[config.mk]
export PLATFORM = sky130hd
export DESIGN_NAME = smc_core
export DESIGN_NICKNAME = d
export VERILOG_FILES = /design/src/shared/smc_pkg.sv /design/src/core/smc_core.sv
export VERILOG_INCLUDE_DIRS = /design/src /design/src/shared
export SDC_FILE = /design/constraint.sdc
export NUM_CORES = 1
export LEC_CHECK = 0
export ABC_AREA = 1
export BUFFER_PORTS_ARGS = -buffer_cell sky130_fd_sc_hd__buf_2
export CORE_ASPECT_RATIO = 1.4
export CORE_UTILIZATION = 47
export CTS_BUF_LIST = sky130_fd_sc_hd__clkbuf_4 sky130_fd_sc_hd__clkbuf_8
export CTS_CLUSTER_SIZE = 10
export DETAILED_ROUTE_END_ITERATION = 12
export PLACE_DENSITY = 0.75
export SLEW_MARGIN = 20
export SYNTH_ARGS = -nofsm -noshare
export SYNTH_HDL_FRONTEND = slang
export SYNTH_SLANG_ARGS = --single-unit
[constraint.sdc]
create_clock -name hclk -period 1.7 [get_ports hclk]
set_clock_uncertainty 0.05 [all_clocks]
set_input_delay 0.17 -clock hclk [delete_from_list [all_inputs] [get_ports hclk]]
set_output_delay 0.17 -clock hclk [all_outputs]
set_load 0.01 [all_outputs]
[src/shared/smc_map.svh]
// Offsets, field positions, field values, synchroniser lanes and timing counts of the supply monitor control
`ifndef SMC_MAP_SVH
`define SMC_MAP_SVH

// ----------------------------------------------------------------
// Register offsets
// ----------------------------------------------------------------
`define SMC_OFS_UVCR 8'h00
`define SMC_OFS_OSCTR 8'h04
`define SMC_OFS_REGCR 8'h08
`define SMC_OFS_ISMCR 8'h0C
`define SMC_OFS_UNLOCK 8'h10
`define SMC_OFS_STATUS 8'h14
`define SMC_UNLOCK_KEY 8'hAA

// ----------------------------------------------------------------
// Field positions
// ----------------------------------------------------------------
`define SMC_UV_THRESHOLD_HYSTERESIS_BIT 2
`define SMC_UV_LVL_LSB 8
`define SMC_FCD 16
`define SMC_SFV 31
`define SMC_RG_SEL_LSB 4
`define SMC_RG_EN 8
`define SMC_RG_ON 9
`define SMC_RG_OK 10
`define SMC_RG_HPEN 12
`define SMC_RG_HPST 13
`define SMC_RG_HPIG 14
`define SMC_IS_TRIM_LSB 4
`define SMC_IS_RATE_LSB 8
`define SMC_IS_FS 12
`define SMC_IS_ON 13

// ----------------------------------------------------------------
// Field values, synchroniser lanes and timing
// ----------------------------------------------------------------
`define SMC_UV_CTRL_RST 2'h1
`define SMC_UV_CTRL_FLAG 2'h2
`define SMC_IS_CTRL_IRQ 2'h1
`define SMC_IS_CTRL_RST 2'h2
`define SMC_SY_UV 0
`define SMC_SY_ISM 1
`define SMC_SY_ROK 2
`define SMC_SY_RON 3
`define SMC_SY_HPON 4
`define SMC_SY_HPIG 5
`define SMC_SY_W 6
`define SMC_UV_MASK_CYC 2'h2

`endif

[src/shared/smc_pkg.sv]
// Types of the supply monitor control
package smc_pkg;

  typedef enum logic [1:0] {
    SMC_ST_LOAD = 2'b01,
    SMC_ST_RUN = 2'b10
  } smc_state_t;

  typedef enum logic [1:0] {
    SMC_RK_POR = 2'b00,
    SMC_RK_HPOR = 2'b01,
    SMC_RK_UV = 2'b10,
    SMC_RK_OTHER = 2'b11
  } smc_rkind_t;

  typedef struct packed {
    smc_state_t st;
    smc_rkind_t rk;
    logic [1:0] uv_ctrl;
    logic uv_threshold_hysteresis_bit;
    logic [5:0] uv_lvl;
    logic uv_fcd;
    logic [9:0] osc_trim;
    logic osc_fcd;
    logic [3:0] reg_trim;
    logic [2:0] reg_sel;
    logic reg_en;
    logic hpor_en;
    logic hpor_ign;
    logic reg_fcd;
    logic reg_sfv;
    logic lvl_pend;
    logic [1:0] ism_ctrl;
    logic [3:0] ism_trim;
    logic [3:0] ism_rate;
    logic ism_fs;
    logic ism_fcd;
    logic ism_sfv;
    logic [3:0] smp_cnt;
    logic smp_act;
    logic mask_rc;
    logic rc_ref;
    logic [1:0] mask_cnt;
    logic [5:0] s1;
    logic [5:0] s2;
    logic uv_flag;
    logic ism_flag;
    logic uv_rst;
    logic ism_por;
    logic uv_irq;
    logic ism_irq;
    logic acc_err;
    logic unl_ok;
    logic [7:0] unl_addr;
    logic ap_v;
    logic ap_w;
    logic [7:0] ap_a;
    logic [31:0] rdata;
  } smc_regs_t;

endpackage

[src/core/smc_core.sv]
// Supply monitor control: undervoltage monitor, trims, regulator and input-supply monitor
//
// Our own choices: the register offsets and the AHB-Lite slave port.
`timescale 1ns/1ps
`include "smc_map.svh"

module smc_core (
  // Clock and reset
  input wire logic hclk,
  input wire logic hresetn,
  // AHB-Lite slave
  input wire logic hsel,
  input wire logic [31:0] haddr,
  input wire logic [1:0] htrans,
  input wire logic hwrite,
  input wire logic [2:0] hsize,
  input wire logic [31:0] hwdata,
  input wire logic hready,
  output logic hreadyout,
  output logic hresp,
  output logic [31:0] hrdata,
  // Reset sequencing
  input wire logic rst_evt,
  input wire logic [1:0] rst_kind,
  input wire logic wake_evt,
  output logic cpu_run,
  // Fuse values
  input wire logic [1:0] fuse_uv_ctrl,
  input wire logic fuse_uv_threshold_hysteresis_bit,
  input wire logic [5:0] fuse_uv_lvl,
  input wire logic [9:0] fuse_osc_trim,
  input wire logic [3:0] fuse_reg_trim,
  input wire logic [3:0] fuse_ism_trim,
  // System state
  input wire logic dbg_active,
  input wire logic sys_rc_clk,
  input wire logic slow_rc_tick,
  input wire logic deep_sleep,
  // Analog detector outputs, asynchronous
  input wire logic uv_det_async,
  input wire logic ism_det_async,
  input wire logic reg_ok_async,
  input wire logic reg_on_async,
  input wire logic hpor_on_async,
  input wire logic hpor_ign_async,
  // Analog controls
  output logic uv_enable,
  output logic uv_threshold_hysteresis_bit_en,
  output logic [5:0] uv_level,
  output logic [9:0] osc_trim,
  output logic [3:0] reg_trim,
  output logic [2:0] reg_level,
  output logic reg_enable,
  output logic hpor_enable,
  output logic hpor_ignore,
  output logic [3:0] ism_trim,
  output logic ism_enable,
  output logic slow_rc_req,
  // Reset requests and interrupt sources
  output logic uv_reset_req,
  output logic ism_por_req,
  output logic uv_irq,
  output logic ism_irq,
  output logic access_err
);

  smc_pkg::smc_regs_t r;
  smc_pkg::smc_regs_t n;
  logic masked;
  logic sampling;
  logic ism_on;
  logic full;
  logic prot;
  logic grant;
  logic [31:0] rd;
  logic [31:0] st_word;

  // ----------------------------------------------------------------
  // Register read view
  // ----------------------------------------------------------------
  always_comb
  begin
    masked = r.mask_rc | (r.mask_cnt != 2'h0) | (r.uv_ctrl == 2'h0);
    sampling = (r.ism_ctrl != 2'h0) & (deep_sleep | r.ism_fs);
    ism_on = (r.ism_ctrl != 2'h0) & (~sampling | r.smp_act);
    st_word = {26'h0, ism_on, r.s2[`SMC_SY_HPON], r.s2[`SMC_SY_RON],
      r.s2[`SMC_SY_ROK] & ~r.lvl_pend, r.ism_flag, r.uv_flag};
    rd = 32'h0;
    if (haddr[7:0] == `SMC_OFS_UVCR)
    begin
      rd[1:0] = r.uv_ctrl;
      rd[`SMC_UV_THRESHOLD_HYSTERESIS_BIT] = r.uv_threshold_hysteresis_bit;
      rd[`SMC_UV_LVL_LSB +: 6] = r.uv_lvl;
      rd[`SMC_FCD] = r.uv_fcd;
    end
    else if (haddr[7:0] == `SMC_OFS_OSCTR)
    begin
      rd[9:0] = r.osc_trim;
      rd[`SMC_FCD] = r.osc_fcd;
    end
    else if (haddr[7:0] == `SMC_OFS_REGCR)
    begin
      rd[3:0] = r.reg_trim;
      rd[`SMC_RG_SEL_LSB +: 3] = r.reg_sel;
      rd[`SMC_RG_EN] = r.reg_en;
      rd[`SMC_RG_ON] = r.s2[`SMC_SY_RON];
      rd[`SMC_RG_OK] = r.s2[`SMC_SY_ROK] & ~r.lvl_pend;
      rd[`SMC_RG_HPEN] = r.hpor_en;
      rd[`SMC_RG_HPST] = r.s2[`SMC_SY_HPON];
      rd[`SMC_RG_HPIG] = r.s2[`SMC_SY_HPIG];
      rd[`SMC_FCD] = r.reg_fcd;
      rd[`SMC_SFV] = r.reg_sfv;
    end
    else if (haddr[7:0] == `SMC_OFS_ISMCR)
    begin
      rd[1:0] = r.ism_ctrl;
      rd[`SMC_IS_TRIM_LSB +: 4] = r.ism_trim;
      rd[`SMC_IS_RATE_LSB +: 4] = r.ism_rate;
      rd[`SMC_IS_FS] = r.ism_fs;
      rd[`SMC_IS_ON] = ism_on;
      rd[`SMC_FCD] = r.ism_fcd;
      rd[`SMC_SFV] = r.ism_sfv;
    end
    else if (haddr[7:0] == `SMC_OFS_STATUS)
    begin
      rd = st_word;
    end
  end

  // ----------------------------------------------------------------
  // Next state
  // ----------------------------------------------------------------
  always_comb
  begin
    n = r;
    n.uv_irq = 1'b0;
    n.ism_irq = 1'b0;
    n.acc_err = 1'b0;
    // Detector synchroniser
    n.s1 = {hpor_ign_async, hpor_on_async, reg_on_async, reg_ok_async,
      ism_det_async, uv_det_async};
    n.s2 = r.s1;
    // Address phase capture, read data launched for the data phase
    n.ap_v = hsel & hready & htrans[1];
    n.ap_w = hwrite;
    n.ap_a = haddr[7:0];
    n.rdata = (hsel & hready & htrans[1] & ~hwrite) ? rd : r.rdata;
    // Level change acknowledged once the good signal drops; a new change wins
    if (r.lvl_pend && !r.s2[`SMC_SY_ROK])
    begin
      n.lvl_pend = 1'b0;
    end
    // Data phase write
    prot = (r.ap_a == `SMC_OFS_UVCR) | (r.ap_a == `SMC_OFS_OSCTR) |
      (r.ap_a == `SMC_OFS_REGCR) | (r.ap_a == `SMC_OFS_ISMCR);
    grant = prot & r.unl_ok & (r.unl_addr == r.ap_a);
    if (r.ap_v & r.ap_w)
    begin
      if (prot)
      begin
        n.unl_ok = 1'b0;
        n.acc_err = ~grant;
      end
      if (r.ap_a == `SMC_OFS_UNLOCK && hwdata[31:24] == `SMC_UNLOCK_KEY)
      begin
        n.unl_ok = 1'b1;
        n.unl_addr = hwdata[7:0];
      end
      if (grant && r.ap_a == `SMC_OFS_UVCR)
      begin
        n.uv_ctrl = hwdata[1:0];
        n.uv_threshold_hysteresis_bit = hwdata[`SMC_UV_THRESHOLD_HYSTERESIS_BIT];
        n.uv_lvl = hwdata[`SMC_UV_LVL_LSB +: 6];
        n.uv_fcd = hwdata[`SMC_FCD];
      end
      else if (grant && r.ap_a == `SMC_OFS_OSCTR)
      begin
        n.osc_trim = hwdata[9:0];
        n.osc_fcd = hwdata[`SMC_FCD];
      end
      else if (grant && r.ap_a == `SMC_OFS_REGCR && !r.reg_sfv)
      begin
        n.reg_trim = hwdata[3:0];
        n.reg_sel = hwdata[`SMC_RG_SEL_LSB +: 3];
        n.lvl_pend = n.lvl_pend | (hwdata[`SMC_RG_SEL_LSB +: 3] != r.reg_sel);
        n.reg_en = hwdata[`SMC_RG_EN];
        n.hpor_en = hwdata[`SMC_RG_HPEN];
        n.hpor_ign = hwdata[`SMC_RG_HPIG];
        n.reg_fcd = hwdata[`SMC_FCD];
        n.reg_sfv = hwdata[`SMC_SFV];
      end
      else if (grant && r.ap_a == `SMC_OFS_ISMCR && !r.ism_sfv)
      begin
        n.ism_ctrl = hwdata[1:0];
        n.ism_trim = hwdata[`SMC_IS_TRIM_LSB +: 4];
        n.ism_rate = hwdata[`SMC_IS_RATE_LSB +: 4];
        n.ism_fs = hwdata[`SMC_IS_FS];
        n.ism_fcd = hwdata[`SMC_FCD];
        n.ism_sfv = hwdata[`SMC_SFV];
      end
    end
    if (wake_evt)
    begin
      n.reg_en = 1'b1;
    end
    // Reset sequencing: fuse loads before the CPU runs
    full = (r.rk == smc_pkg::SMC_RK_POR) | (r.rk == smc_pkg::SMC_RK_HPOR);
    case (r.st)
      smc_pkg::SMC_ST_LOAD:
      begin
        if (full || r.rk == smc_pkg::SMC_RK_OTHER || !r.uv_fcd)
        begin
          n.uv_ctrl = fuse_uv_ctrl;
          n.uv_threshold_hysteresis_bit = fuse_uv_threshold_hysteresis_bit;
          n.uv_lvl = fuse_uv_lvl;
          n.uv_fcd = (r.rk == smc_pkg::SMC_RK_UV) ? 1'b1 : r.uv_fcd | full;
        end
        if (full || !r.osc_fcd)
        begin
          n.osc_trim = fuse_osc_trim;
          n.osc_fcd = 1'b1;
        end
        if (full || !r.reg_fcd)
        begin
          n.reg_trim = fuse_reg_trim;
          n.reg_fcd = 1'b1;
        end
        if (full || !r.ism_fcd)
        begin
          n.ism_trim = fuse_ism_trim;
          n.ism_fcd = 1'b1;
        end
        if (full)
        begin
          n.reg_sfv = 1'b0;
          n.ism_sfv = 1'b0;
          n.reg_en = 1'b1;
          n.hpor_en = 1'b1;
          n.hpor_ign = 1'b0;
          n.ism_ctrl = 2'h0;
          n.ism_fs = 1'b0;
          n.ism_rate = 4'h0;
        end
        n.st = smc_pkg::SMC_ST_RUN;
      end
      default:
      begin
        if (rst_evt)
        begin
          n.st = smc_pkg::SMC_ST_LOAD;
          n.rk = smc_pkg::smc_rkind_t'(rst_kind);
        end
      end
    endcase
    // Detector masking after enable
    if (r.uv_ctrl == 2'h0 && n.uv_ctrl != 2'h0)
    begin
      n.mask_rc = 1'b1;
      n.rc_ref = sys_rc_clk;
      n.mask_cnt = 2'h0;
    end
    else if (r.mask_rc && sys_rc_clk != r.rc_ref)
    begin
      n.mask_rc = 1'b0;
      n.mask_cnt = `SMC_UV_MASK_CYC;
    end
    else if (r.mask_cnt != 2'h0)
    begin
      n.mask_cnt = r.mask_cnt - 2'h1;
    end
    // Sampling timer on slow RC ticks
    if (!sampling)
    begin
      n.smp_cnt = 4'h0;
      n.smp_act = 1'b0;
    end
    else if (slow_rc_tick)
    begin
      n.smp_act = (r.smp_cnt == r.ism_rate);
      n.smp_cnt = (r.smp_cnt == r.ism_rate) ? 4'h0 : r.smp_cnt + 4'h1;
    end
    // Flags, requests and interrupt sources
    n.uv_flag = (r.uv_ctrl == `SMC_UV_CTRL_FLAG) & r.s2[`SMC_SY_UV] & ~masked;
    n.uv_rst = (r.uv_ctrl == `SMC_UV_CTRL_RST) & r.s2[`SMC_SY_UV] & ~masked &
      ~dbg_active;
    n.uv_irq = n.uv_flag & ~r.uv_flag & ~dbg_active;
    n.ism_flag = (r.ism_ctrl == `SMC_IS_CTRL_IRQ) & r.s2[`SMC_SY_ISM] & ism_on;
    n.ism_por = (r.ism_ctrl == `SMC_IS_CTRL_RST) & r.s2[`SMC_SY_ISM] & ism_on;
    n.ism_irq = n.ism_flag & ~r.ism_flag;
  end

  // ----------------------------------------------------------------
  // State register
  // ----------------------------------------------------------------
  always_ff @(posedge hclk or negedge hresetn)
  begin
    if (!hresetn)
    begin
      r <= '0;
      r.st <= smc_pkg::SMC_ST_LOAD;
      r.rk <= smc_pkg::SMC_RK_POR;
      r.reg_en <= 1'b1;
      r.hpor_en <= 1'b1;
    end
    else
    begin
      r <= n;
    end
  end

  // ----------------------------------------------------------------
  // Outputs
  // ----------------------------------------------------------------
  assign hreadyout = 1'b1;
  assign hresp = 1'b0;
  assign hrdata = r.rdata;
  assign cpu_run = (r.st == smc_pkg::SMC_ST_RUN);
  assign uv_enable = (r.uv_ctrl != 2'h0);
  assign uv_threshold_hysteresis_bit_en = r.uv_threshold_hysteresis_bit;
  assign uv_level = r.uv_lvl;
  assign osc_trim = r.osc_trim;
  assign reg_trim = r.reg_trim;
  assign reg_level = r.reg_sel;
  assign reg_enable = r.reg_en;
  assign hpor_enable = r.hpor_en;
  assign hpor_ignore = r.hpor_ign;
  assign ism_trim = r.ism_trim;
  assign ism_enable = ism_on;
  assign slow_rc_req = sampling;
  assign uv_reset_req = r.uv_rst;
  assign ism_por_req = r.ism_por;
  assign uv_irq = r.uv_irq;
  assign ism_irq = r.ism_irq;
  assign access_err = r.acc_err;

endmodule

==> results of run 1 <==
==> registers in the layout, indices dropped and copies added, names as in the netlist, 3 cells and up <==
| signal | count |
|---|---|
| r | 56 |
| reg_trim | 4 |
| reg_level | 3 |
| uv_level | 6 |
| hrdata | 17 |
| n | 6 |
| ism_trim | 4 |
| osc_trim | 10 |
==> path summary, 6_finish.rpt <==
path                          endpoint  startpoint  slack (ns)
min                              r[80]  hwdata[16]       0.007
min reg2reg                      r[62]       n[62]        0.30
min in group asynchronous        r[38]     hresetn        0.16
max                        hpor_ignore       r[43]       -0.18
max reg2reg                hpor_ignore       r[43]       -0.18
max in group asynchronous   reg_enable     hresetn        0.81
==> cells in the final DEF (no fill, tap or decap), types with 3 or more instances in the layout <==
cell type | synthesis | routed
nor2_2 | 3 | 7
o21ai_1 | 7 | 31
buf_12 | 0 | 5
inv_2 | 8 | 8
nand3_1 | 25 | 23
inv_1 | 74 | 73
nand2_2 | 2 | 8
buf_2 | 5 | 134
o21ai_0 | 72 | 41
o21ai_2 | 0 | 7
a21oi_1 | 39 | 30
a21oi_2 | 0 | 8
xor2_1 | 4 | 4
clkbuf_8 | 0 | 23
buf_6 | 2 | 7
a31oi_1 | 7 | 7
nand2_1 | 134 | 126
buf_4 | 61 | 45
bufinv_16 | 0 | 4
nor2_4 | 1 | 4
o211ai_1 | 3 | 3
o22ai_1 | 7 | 7
nor2_1 | 55 | 48
nand4_1 | 13 | 13
dfstp_2 | 3 | 3
a221oi_1 | 4 | 4
dfrtp_1 | 112 | 112
xnor2_1 | 7 | 6
nand3b_1 | 3 | 3
conb_1 | 2 | 17
dlygate4sd3_1 | 0 | 61
nand3_4 | 0 | 3
or2_2 | 4 | 4
==> layer usage <==
metal / vias to the layer above / global-route usage, %
li1: 2610 / -
met1: 2657 / 33.6
met2: 268 / 48.5
met3: 64 / 5.88
met4: 0 / 13.2
met5: - / 0
==> area by class of cell <==
cell class / instances / area (um2)
Sequential cell: 115 / 2880
Clock inverter: 8 / 145
Multi-Input combinational cell: 433 / 2330
Timing Repair Buffer: 252 / 1800
Inverter: 84 / 320
Tap cell: 147 / 184
Clock buffer: 24 / 324
Fill cell: 969 / 3960
==> critical path: cells and delay by family, from the launching register on <==
family,cells,cell delay (ns)
buffers and inverters,2,0.27
DFF,1,0.41
and+or+nand+nor,10,1.02
==> timing repair <==
item	CTS	global route
pin swaps	5	7
gates resized for setup	44	45
endpoints found under the setup margin	48	67
hold buffers	60	1
buffers inserted	2	3
gates cloned	1	0
endpoints found under the hold margin	168	1
==> metrics by stage <==
stage               total power (W)  hold slack [ns]  util, %  setup TNS [ns]
floorplan                   0.00533           -0.176        -               0
global placement            0.00598           0.0708     55.5           -3.79
detailed placement          0.00605           0.0758     55.5           -5.27
CTS                         0.00916         0.000244     65.5           -2.04
global route                0.00973           0.0189     66.8           -9.00
finish                      0.00926          0.00677     66.8           -2.93
==> power by group <==
| part | switching (W) | leakage [nW] | internal [W] |
|---|---|---|---|
| clock | 0.00111 | 0.235 | 0.00185 |
| sequential | 0.000406 | 1.43 | 0.00321 |
| combinational | 0.00155 | 2.43 | 0.00113 |
| total | 0.00307 | 4.10 | 0.00619 |
==> cell families (layout without fill, tap and decap cells) <==
family	count (synthesis)	after routing	synth area share, %
flip-flops	115	115	49.7
XOR/XNOR	11	11	1.66
buffers and inverters	160	368	14.7
AO/OA/AOI/OAI	149	149	14.2
adder cells (fa/ha/maj)	2	2	0.431
other	2	17	0.129
AND/OR/NAND/NOR	251	252	18.8
multiplexers	2	2	0.388
==> flow_metrics.env, run 1 <==
export IMPL_status="finished, violations left"
export IMPL_violations="setup timing"
export IMPL_worst_pin_slew_ns=0.512
export IMPL_grt_overflow_total=0
export IMPL_drt_initial_drc_count=366
export IMPL_cpPeakStageDelay_ns=0.41
export IMPL_wl_per_cell_um=16.4
export IMPL_rr_worst_depth=12
export IMPL_routed_top_layer="met4"
export IMPL_synthFlopType="dfrtp_1"
export IMPL_cts_tree="built"
export IMPL_yosys_warnings=0
export IMPL_layout_drive_gt1_share_pct=31.7
export IMPL_worst_path_max_delay_cell="dfrtp_1"
export IMPL_rsz0062_at_grt="yes"
export IMPL_synth_edf_count=0
export IMPL_synth_top_area_cell="dfrtp_1"
export IMPL_cts_buffer_depth=2
export IMPL_portBuffers=135
export IMPL_synthTopCellsByArea="dfrtp_1 48%, nand2_1 8.7%, buf_4 7.9%"
export IMPL_core_rowCount=47
export IMPL_area_growth_pct=37.5
export IMPL_die_y_um=133
export IMPL_antenna_found_initial=0
export IMPL_synth_cells=692
export IMPL_cts_htree_levels=4
export IMPL_crit_arrival_ns=2.15
export IMPL_placed_area_mm2=0.00663
export IMPL_vias=5599
export IMPL_route_detailed_drc=0
export IMPL_fmax_ghz=0.533
export IMPL_io_pins=189
export IMPL_timing_hold_violations_final=0
export IMPL_crit_chain="inv_1, nand2_2, nand2_2, nor2_1, nand2_1, nor2_4, nand2_2, nor2_4, nand3_4, buf_4, nor2_1, nor2_1"
export IMPL_wl_met3_um=1300
export IMPL_antenna_left=0
export IMPL_cts_buffers=17
export IMPL_grt_pass1_vias=5438
export IMPL_ys_ff_latch=115
export IMPL_pre_cts_ws_ns=-0.235
export IMPL_hold_path_depth=3
export IMPL_maxSlewViolCount=0
export IMPL_synth_seq_area_share_pct=49.7
export IMPL_start_kind="flip-flop"
export IMPL_finalCritPeriodShare_pct=110
export IMPL_yosys_area_top_type_share_pct=48.3
export IMPL_place_hpwl_um=12200
export IMPL_antennaDiodeCount=0
export IMPL_clk_pin_slew_ns=0.07
export IMPL_dr_pass1_iters=5
export IMPL_p_per_area_mw_per_mm2=1160
export IMPL_initial_core_util_pct=48.6
export IMPL_critPathKind="flip-flop to flip-flop"
export IMPL_synth_common_cells="134 x nand2_1, 112 x dfrtp_1, 74 x inv_1"
export IMPL_final_area_mm2=0.00798
export IMPL_gp_congestion=0.954
export IMPL_maxCapViolCount=0
export IMPL_core_region_area_mm2=0.0119
export IMPL_clk_latency_ns=0.44
export IMPL_final_nets=1020
export IMPL_cp_max_fo=7
export IMPL_cts_root_buf="clkbuf_8"
export IMPL_max_slew_margin_pct=65.8
export IMPL_drt_met1_wl_um=6420
export IMPL_hold_class="primary input to flip-flop"
export IMPL_die_area_mm2=0.0128
export IMPL_routed_via_density=5.27
export IMPL_synth_area_per_cell_um2=8.38
export IMPL_syn_area_mm2=0.00580
export IMPL_wirelength_um=17500
export IMPL_power_leakage_nw=4.10
export IMPL_synth_cell_types=43
export IMPL_required_ns=1.97
export IMPL_die_w_um=95.9
export IMPL_grt_pass1_wl_um=27100
export IMPL_finalWorstPathRequiredPeriod_ns=1.88
export IMPL_setup_viol=41
export IMPL_cts_sinks=115
export IMPL_final_cells=1063
export IMPL_dp_cells=965
export IMPL_cp_end_kind="flip-flop"
export IMPL_yosysMostFrequentCell="nand2_1"
export IMPL_grt_max_degree=45
export IMPL_setup_slack_ns=-0.177
export IMPL_ir_worst_vdd_mv=0.509
export IMPL_grt_use_total_pct=28.4
export IMPL_synth_async_reset_ratio_pct=100
export IMPL_wl_met2_um=8970
Note: power is estimated with default switching activity, not from simulation.
==> run 2: changes to the inputs <==
--- a/config.mk
+++ b/config.mk
@@ -14,6 +14,7 @@
 export CTS_CLUSTER_SIZE = 10
 export DETAILED_ROUTE_END_ITERATION = 12
 export PLACE_DENSITY = 0.75
+export SETUP_SLACK_MARGIN = 0.05
 export SLEW_MARGIN = 20
 export SYNTH_ARGS = -nofsm -noshare
 export SYNTH_HDL_FRONTEND = slang
==> run 2 against run 1 <==
  * The run still ends with setup timing left
  * Wire length rose by 7.8%
  * Non-clock buffer count rose by 14
  * Core utilization rose by 2.0 points
  * Design area rose by 3.0%
  * Clock power fell by 19%
  * Sequential power rose by 2%
==> flow_metrics.env, run 2 (synthesized netlist as in run 1, its figures left out) <==
export IMPL_status="finished, violations left"
export IMPL_violations="setup timing"
export IMPL_maxCapViolCount=0
export IMPL_cts_tree="built"
export IMPL_endpoint="ism_trim[3]"
export IMPL_drt_initial_drc_count=542
export IMPL_worst_path_max_delay_cell="dfrtp_1"
export IMPL_grt_max_degree=46
export IMPL_crit_arrival_ns=2.17
export IMPL_p_per_area_mw_per_mm2=1100
export IMPL_worst_pin_slew_ns=0.555
export IMPL_finalCritPeriodShare_pct=111
export IMPL_maxSlewViolCount=0
export IMPL_clk_pin_slew_ns=0.07
export IMPL_routed_via_density=5.40
export IMPL_core_region_area_mm2=0.0119
export IMPL_area_growth_pct=41.6
export IMPL_final_nets=1034
export IMPL_p_comb_share_pct=33.0
export IMPL_r2r_slack_ns=-0.19
export IMPL_grt_pass1_wl_um=26800
export IMPL_grt_pass1_vias=5462
export IMPL_cts_htree_levels=4
export IMPL_die_area_mm2=0.0128
export IMPL_rr_worst_depth=9
export IMPL_vias=5817
export IMPL_setup_slack_ns=-0.191
export IMPL_seqPwrFrac_pct=40.6
export IMPL_p_int_w=0.00582
export IMPL_cp_end_kind="flip-flop"
export IMPL_initial_core_util_pct=48.6
export IMPL_grt_overflow_total=0
export IMPL_cpPeakStageDelay_ns=0.42
export IMPL_cp_max_fo=7
export IMPL_top_register="r"
export IMPL_start_kind="flip-flop"
export IMPL_finalSetupTns_ns=-2.47
export IMPL_dp_cells=968
export IMPL_core_rowCount=47
export IMPL_final_cells=1077
export IMPL_regToRegEndpoint="ism_trim[3]"
export IMPL_max_slew_margin_pct=62.9
export IMPL_wl_per_cell_um=17.5
export IMPL_clk_latency_ns=0.44
export IMPL_critPathKind="flip-flop to flip-flop"
export IMPL_crit_chain="inv_2, nand2_2, nor4_4, nand4_1, buf_6, a21oi_2, o21ai_1, o21ai_1, inv_1"
export IMPL_required_ns=1.98
export IMPL_die_y_um=133
export IMPL_final_cell_mix="132 x buf_2, 112 x dfrtp_1, 105 x nand2_1"
export IMPL_gp_congestion=0.940
export IMPL_cts_root_buf="clkbuf_8"
export IMPL_dr_pass1_iters=7
export IMPL_layout_drive_gt1_share_pct=38.0
export IMPL_cts_sinks=115
export IMPL_crit_top_cell="o21ai_1"
export IMPL_crit_path_start="r[33]"
export IMPL_antenna_found_initial=1
export IMPL_largest_register_ffs=56
export IMPL_hold_path_depth=3
export IMPL_wirelength_um=18800
export IMPL_power_leakage_nw=4.14
export IMPL_route_detailed_drc=0
export IMPL_cts_buffers=17
export IMPL_setup_viol=42
export IMPL_antenna_left=0
export IMPL_timing_hold_violations_final=0
export IMPL_grt_use_total_pct=28.4
export IMPL_fill_cells=897
export IMPL_p_clk_share_pct=26.3
export IMPL_die_w_um=95.9
export IMPL_io_pins=189
export IMPL_final_common_cell="buf_2"
export IMPL_switching_share_pct=35.9
export IMPL_rsz0062_at_grt="yes"
export IMPL_ir_worst_vdd_mv=0.583
export IMPL_reg2reg_from="r[33]"
export IMPL_switching_power_w=0.00325
export IMPL_finalWorstPathRequiredPeriod_ns=1.89
export IMPL_place_hpwl_um=12400
export IMPL_cts_buffer_depth=2
export IMPL_portBuffers=135
export IMPL_fmax_ghz=0.529
export IMPL_hold_class="primary input to flip-flop"
[run 2: cell types whose count changed in the layout (fill, tap and decap cells not counted), moves of 5 or more]
cell	before	now
nand2_1	126	105
nand2_2	8	24
o21ai_0	41	25
o21ai_2	7	19
buf_4	45	54
inv_1	73	64
nor2_1	48	39
inv_2	8	14
nor2_2	7	13
nand2_4	2	7
[run 2: worst min path at each step]
| stage | slack [ns] | from | endpoint |
|---|---|---|---|
| CTS | 0.01 | hwdata[5] | reg_level[1] |
| global route | 0.02 | hwdata[0] | r[90] |
| detailed placement | 0.008 | hresetn | r[39] |
| global placement | 0.008 | hresetn | r[39] |
| finish | 0.04 | hwdata[5] | osc_trim[5] |
| floorplan | -0.18 | hresetn | access_err |
[run 2: power groups by stage]
stage	Sequential [W]	Clock, W	Combinational (W)
3_5_place_dp	0.00365	0	0.00240
3_3_place_gp	0.00364	0	0.00235
6_report	0.00369	0.00239	0.00300
4_1_cts	0.00361	0.00242	0.00261
5_1_grt	0.00373	0.00253	0.00326
2_1_floorplan	0.00351	0	0.00182
[run 2: critical path, delay by kind of cell (launching register included)]
kind	cells	cell delay, ns
flops	1	0.42
simple gates	3	0.62
buf+inv	3	0.36
compound gates	3	0.32
[run 2: routing by layer]
| metal | GRT usage, % | vias to the layer above | routed length [um] |
|---|---|---|---|
| li1 | - | 2648 | - |
| met1 | 31.8 | 2714 | 6660 |
| met2 | 49.1 | 367 | 9640 |
| met3 | 6.62 | 88 | 1450 |
| met4 | 15.0 | 0 | 1090 |
| met5 | 0 | - | 0 |
[run 2: stage by stage]
| stage | hold slack (ns) | setup WS [ns] | utilization, % | area (um2) | total power (W) |
|---|---|---|---|---|---|
| CTS | 0.0119 | -0.0785 | 65.0 | 7750 | 0.00863 |
| finish | 0.0386 | -0.191 | 68.8 | 8220 | 0.00907 |
| global placement | 0.00803 | -0.157 | 55.6 | 6640 | 0.00599 |
| detailed placement | 0.00786 | -0.190 | 55.6 | 6640 | 0.00606 |
| floorplan | -0.176 | 0.0541 | - | 5860 | 0.00533 |
| global route | 0.0220 | -0.245 | 68.8 | 8220 | 0.00953 |
[run 2: repair_timing]
item | CTS | global route
setup buffers | 3 | 11
hold endpoints to repair | 172 | 2
endpoints found under the setup margin | 48 | 73
hold buffers | 63 | 2
resized for setup | 31 | 147
pin swaps | 10 | 27
gates cloned | 1 | 2
[run 2: area by class of cell]
type	count	area [um2]	area share [%]
timing repair buffer	266	1920	23.4
tap	147	184	2.24
antenna	1	2.50	0.0305
sequential	115	2880	35.1
multi-input combinational	433	2520	30.6
clock buffer	28	360	4.39
clock inverter	3	17.5	0.213
inverter	84	332	4.04
==> run 3: changes to the inputs <==
--- a/config.mk
+++ b/config.mk
@@ -14,7 +14,7 @@
 export CTS_CLUSTER_SIZE = 10
 export DETAILED_ROUTE_END_ITERATION = 12
 export PLACE_DENSITY = 0.75
-export SETUP_SLACK_MARGIN = 0.05
+export SETUP_SLACK_MARGIN = 0.3
 export SLEW_MARGIN = 20
 export SYNTH_ARGS = -nofsm -noshare
 export SYNTH_HDL_FRONTEND = slang
==> run 3 against run 2 <==
  * The flow still finishes with violations (setup timing)
  * Wire length is 2.0% higher
  * Total power is 3.9% higher
  * Sequential cell count stayed put
  * Count of clock-buffer cells in the layout is 6 lower
  * Maximum frequency is 5.0% lower
  * Design area is 3.1% higher
  * Critical path depth is 3 higher
  * Via count is 4.1% higher
  * Clock power is 14% higher
  * Non-clock buffer count is 15 higher
  * Global-route usage is 0.34 points higher
  * Core utilization is 2.1 points higher
  * Critical path type unchanged
==> flow_metrics.env, run 3 (synthesized netlist as in run 1, its figures left out) <==
export IMPL_violations="setup timing"
export IMPL_final_cell_mix="133 x buf_2, 110 x dfrtp_1, 107 x nand2_1"
export IMPL_final_common_cell="buf_2"
export IMPL_ir_worst_vdd_mv=0.736
export IMPL_final_nets=1049
export IMPL_cts_htree_levels=4
export IMPL_cp_end_kind="flip-flop"
export IMPL_clk_pin_slew_ns=0.07
export IMPL_worst_path_max_delay_cell="dfrtp_1"
export IMPL_dr_pass1_iters=6
export IMPL_wirelength_um=19200
export IMPL_gp_congestion=0.913
export IMPL_start_kind="flip-flop"
export IMPL_max_slew_margin_pct=62.5
export IMPL_dp_cells=965
export IMPL_final_area_mm2=0.00847
export IMPL_top_register="r"
export IMPL_die_area_mm2=0.0128
export IMPL_core_rowCount=47
export IMPL_final_cells=1093
export IMPL_worst_pin_slew_ns=0.561
export IMPL_die_w_um=95.9
export IMPL_cts_tree="built"
export IMPL_clk_latency_ns=0.45
export IMPL_grt_max_degree=43
export IMPL_area_growth_pct=46.0
export IMPL_final_util_pct=70.9
export IMPL_portBuffers=135
export IMPL_fmax_ghz=0.502
export IMPL_die_y_um=133
export IMPL_status="finished, violations left"
export IMPL_crit_arrival_ns=2.29
export IMPL_vias=6058
export IMPL_grt_use_total_pct=28.7
export IMPL_hold_class="primary input to flip-flop"
export IMPL_power_leakage_nw=4.28
export IMPL_setup_slack_ns=-0.291
export IMPL_antenna_left=0
export IMPL_io_pins=189
export IMPL_maxCapViolCount=0
export IMPL_cts_root_buf="clkbuf_8"
export IMPL_fill_cells=819
export IMPL_cts_buffers=17
export IMPL_p_per_area_mw_per_mm2=1110
export IMPL_route_detailed_drc=0
export IMPL_grt_pass1_vias=5617
export IMPL_pre_cts_ws_ns=-0.190
export IMPL_rsz0062_at_grt="yes"
export IMPL_place_hpwl_um=12100
export IMPL_placed_area_mm2=0.00666
export IMPL_critPathKind="flip-flop to flip-flop"
export IMPL_cpPeakStageDelay_ns=0.42
export IMPL_grt_overflow_total=0
export IMPL_setup_viol=49
export IMPL_required_ns=2.00
export IMPL_path_delay_family="simple AND/OR/NAND/NOR gates"
export IMPL_cp_max_fo=4
export IMPL_critical_path_buf_inv_count=3
export IMPL_finalCritPeriodShare_pct=117
export IMPL_timing_hold_violations_final=0
export IMPL_largest_register_ffs=56
export IMPL_antenna_found_initial=1
export IMPL_crit_chain="inv_1, nand2_1, nand2_1, nor2_2, nand2_2, nor2_4, nand2_4, nor2_4, nand3_4, buf_6, clkbuf_16, o21ai_2"
export IMPL_core_region_area_mm2=0.0119
export IMPL_grt_pass1_wl_um=27200
export IMPL_cts_buffer_depth=2
export IMPL_layout_drive_gt1_share_pct=38.3
export IMPL_drt_initial_drc_count=619
export IMPL_wl_per_cell_um=17.6
export IMPL_maxSlewViolCount=0
export IMPL_initial_core_util_pct=48.6
export IMPL_cts_sinks=115
export IMPL_finalWorstPathRequiredPeriod_ns=1.99
export IMPL_routed_via_density=5.54
## run 3: timing repair
action | in CTS | in global routing
gates cloned | 3 | 3
setup endpoints to repair | 67 | 72
hold buffers | 65 | 0
resized for setup | 61 | 103
buffers inserted | 14 | 10
pin swaps | 9 | 23
endpoints found under the hold margin | 173 | 0
## run 3: worst min-delay path: cells and delay by family
kind	cells	cell delay, ns
buf+inv	2	0.16
compound gates	1	0.13
## run 3: final timing paths
kind | from | end | slack, ns | cells past startpoint
worst max-delay path | r[44] | reg_level[2] | -0.29 | 12
worst min-delay path | hwdata[16] | r[94] | 0.008 | 3
worst max register to register | r[44] | reg_level[2] | -0.29 | 12
worst min register to register | n[58] | r[58] | 0.30 | 0
max in group asynchronous | hresetn | reg_enable | 0.81 | 3
min in group asynchronous | hresetn | r[48] | 0.15 | 2
## run 3: layout make-up
class                   instances  area [um2]  share of cell area [%]
multi-input cells             433        2530                    29.8
clock inverters                10         130                    1.54
diodes                          1        2.50                  0.0295
flip-flops and latches        115        2880                    34.1
inverters                      84         332                    3.91
repair buffers                281        2120                    25.0
clock buffers                  22         290                    3.43
well taps                     147         184                    2.17
## run 3: power by group
part	internal [W]	switching, W	leakage, nW	total, W
Clock	0.00158	0.00113	0.215	0.00272
Combinational	0.00131	0.00176	2.64	0.00307
Sequential	0.00322	0.000420	1.43	0.00364
## run 3: per-stage QoR
step           hold WS, ns  power (W)  setup TNS (ns)
3_5_place_dp        0.0724    0.00611           -3.53
3_3_place_gp        0.0681    0.00604           -1.11
4_1_cts             0.0149    0.00904           -1.73
2_1_floorplan       -0.176    0.00541               0
6_report           0.00833    0.00943           -5.66
5_1_grt             0.0376    0.00985           -9.96
## run 3: metal layers
| layer | share of wire (%) | global-route usage, % | vias up |
|---|---|---|---|
| li1 | - | - | 2679 |
| met1 | 35 | 34.2 | 2841 |
| met2 | 50 | 47.8 | 427 |
| met3 | 9.1 | 4.85 | 111 |
| met4 | 6.2 | 17.2 | 0 |
| met5 | 0 | 0 | - |
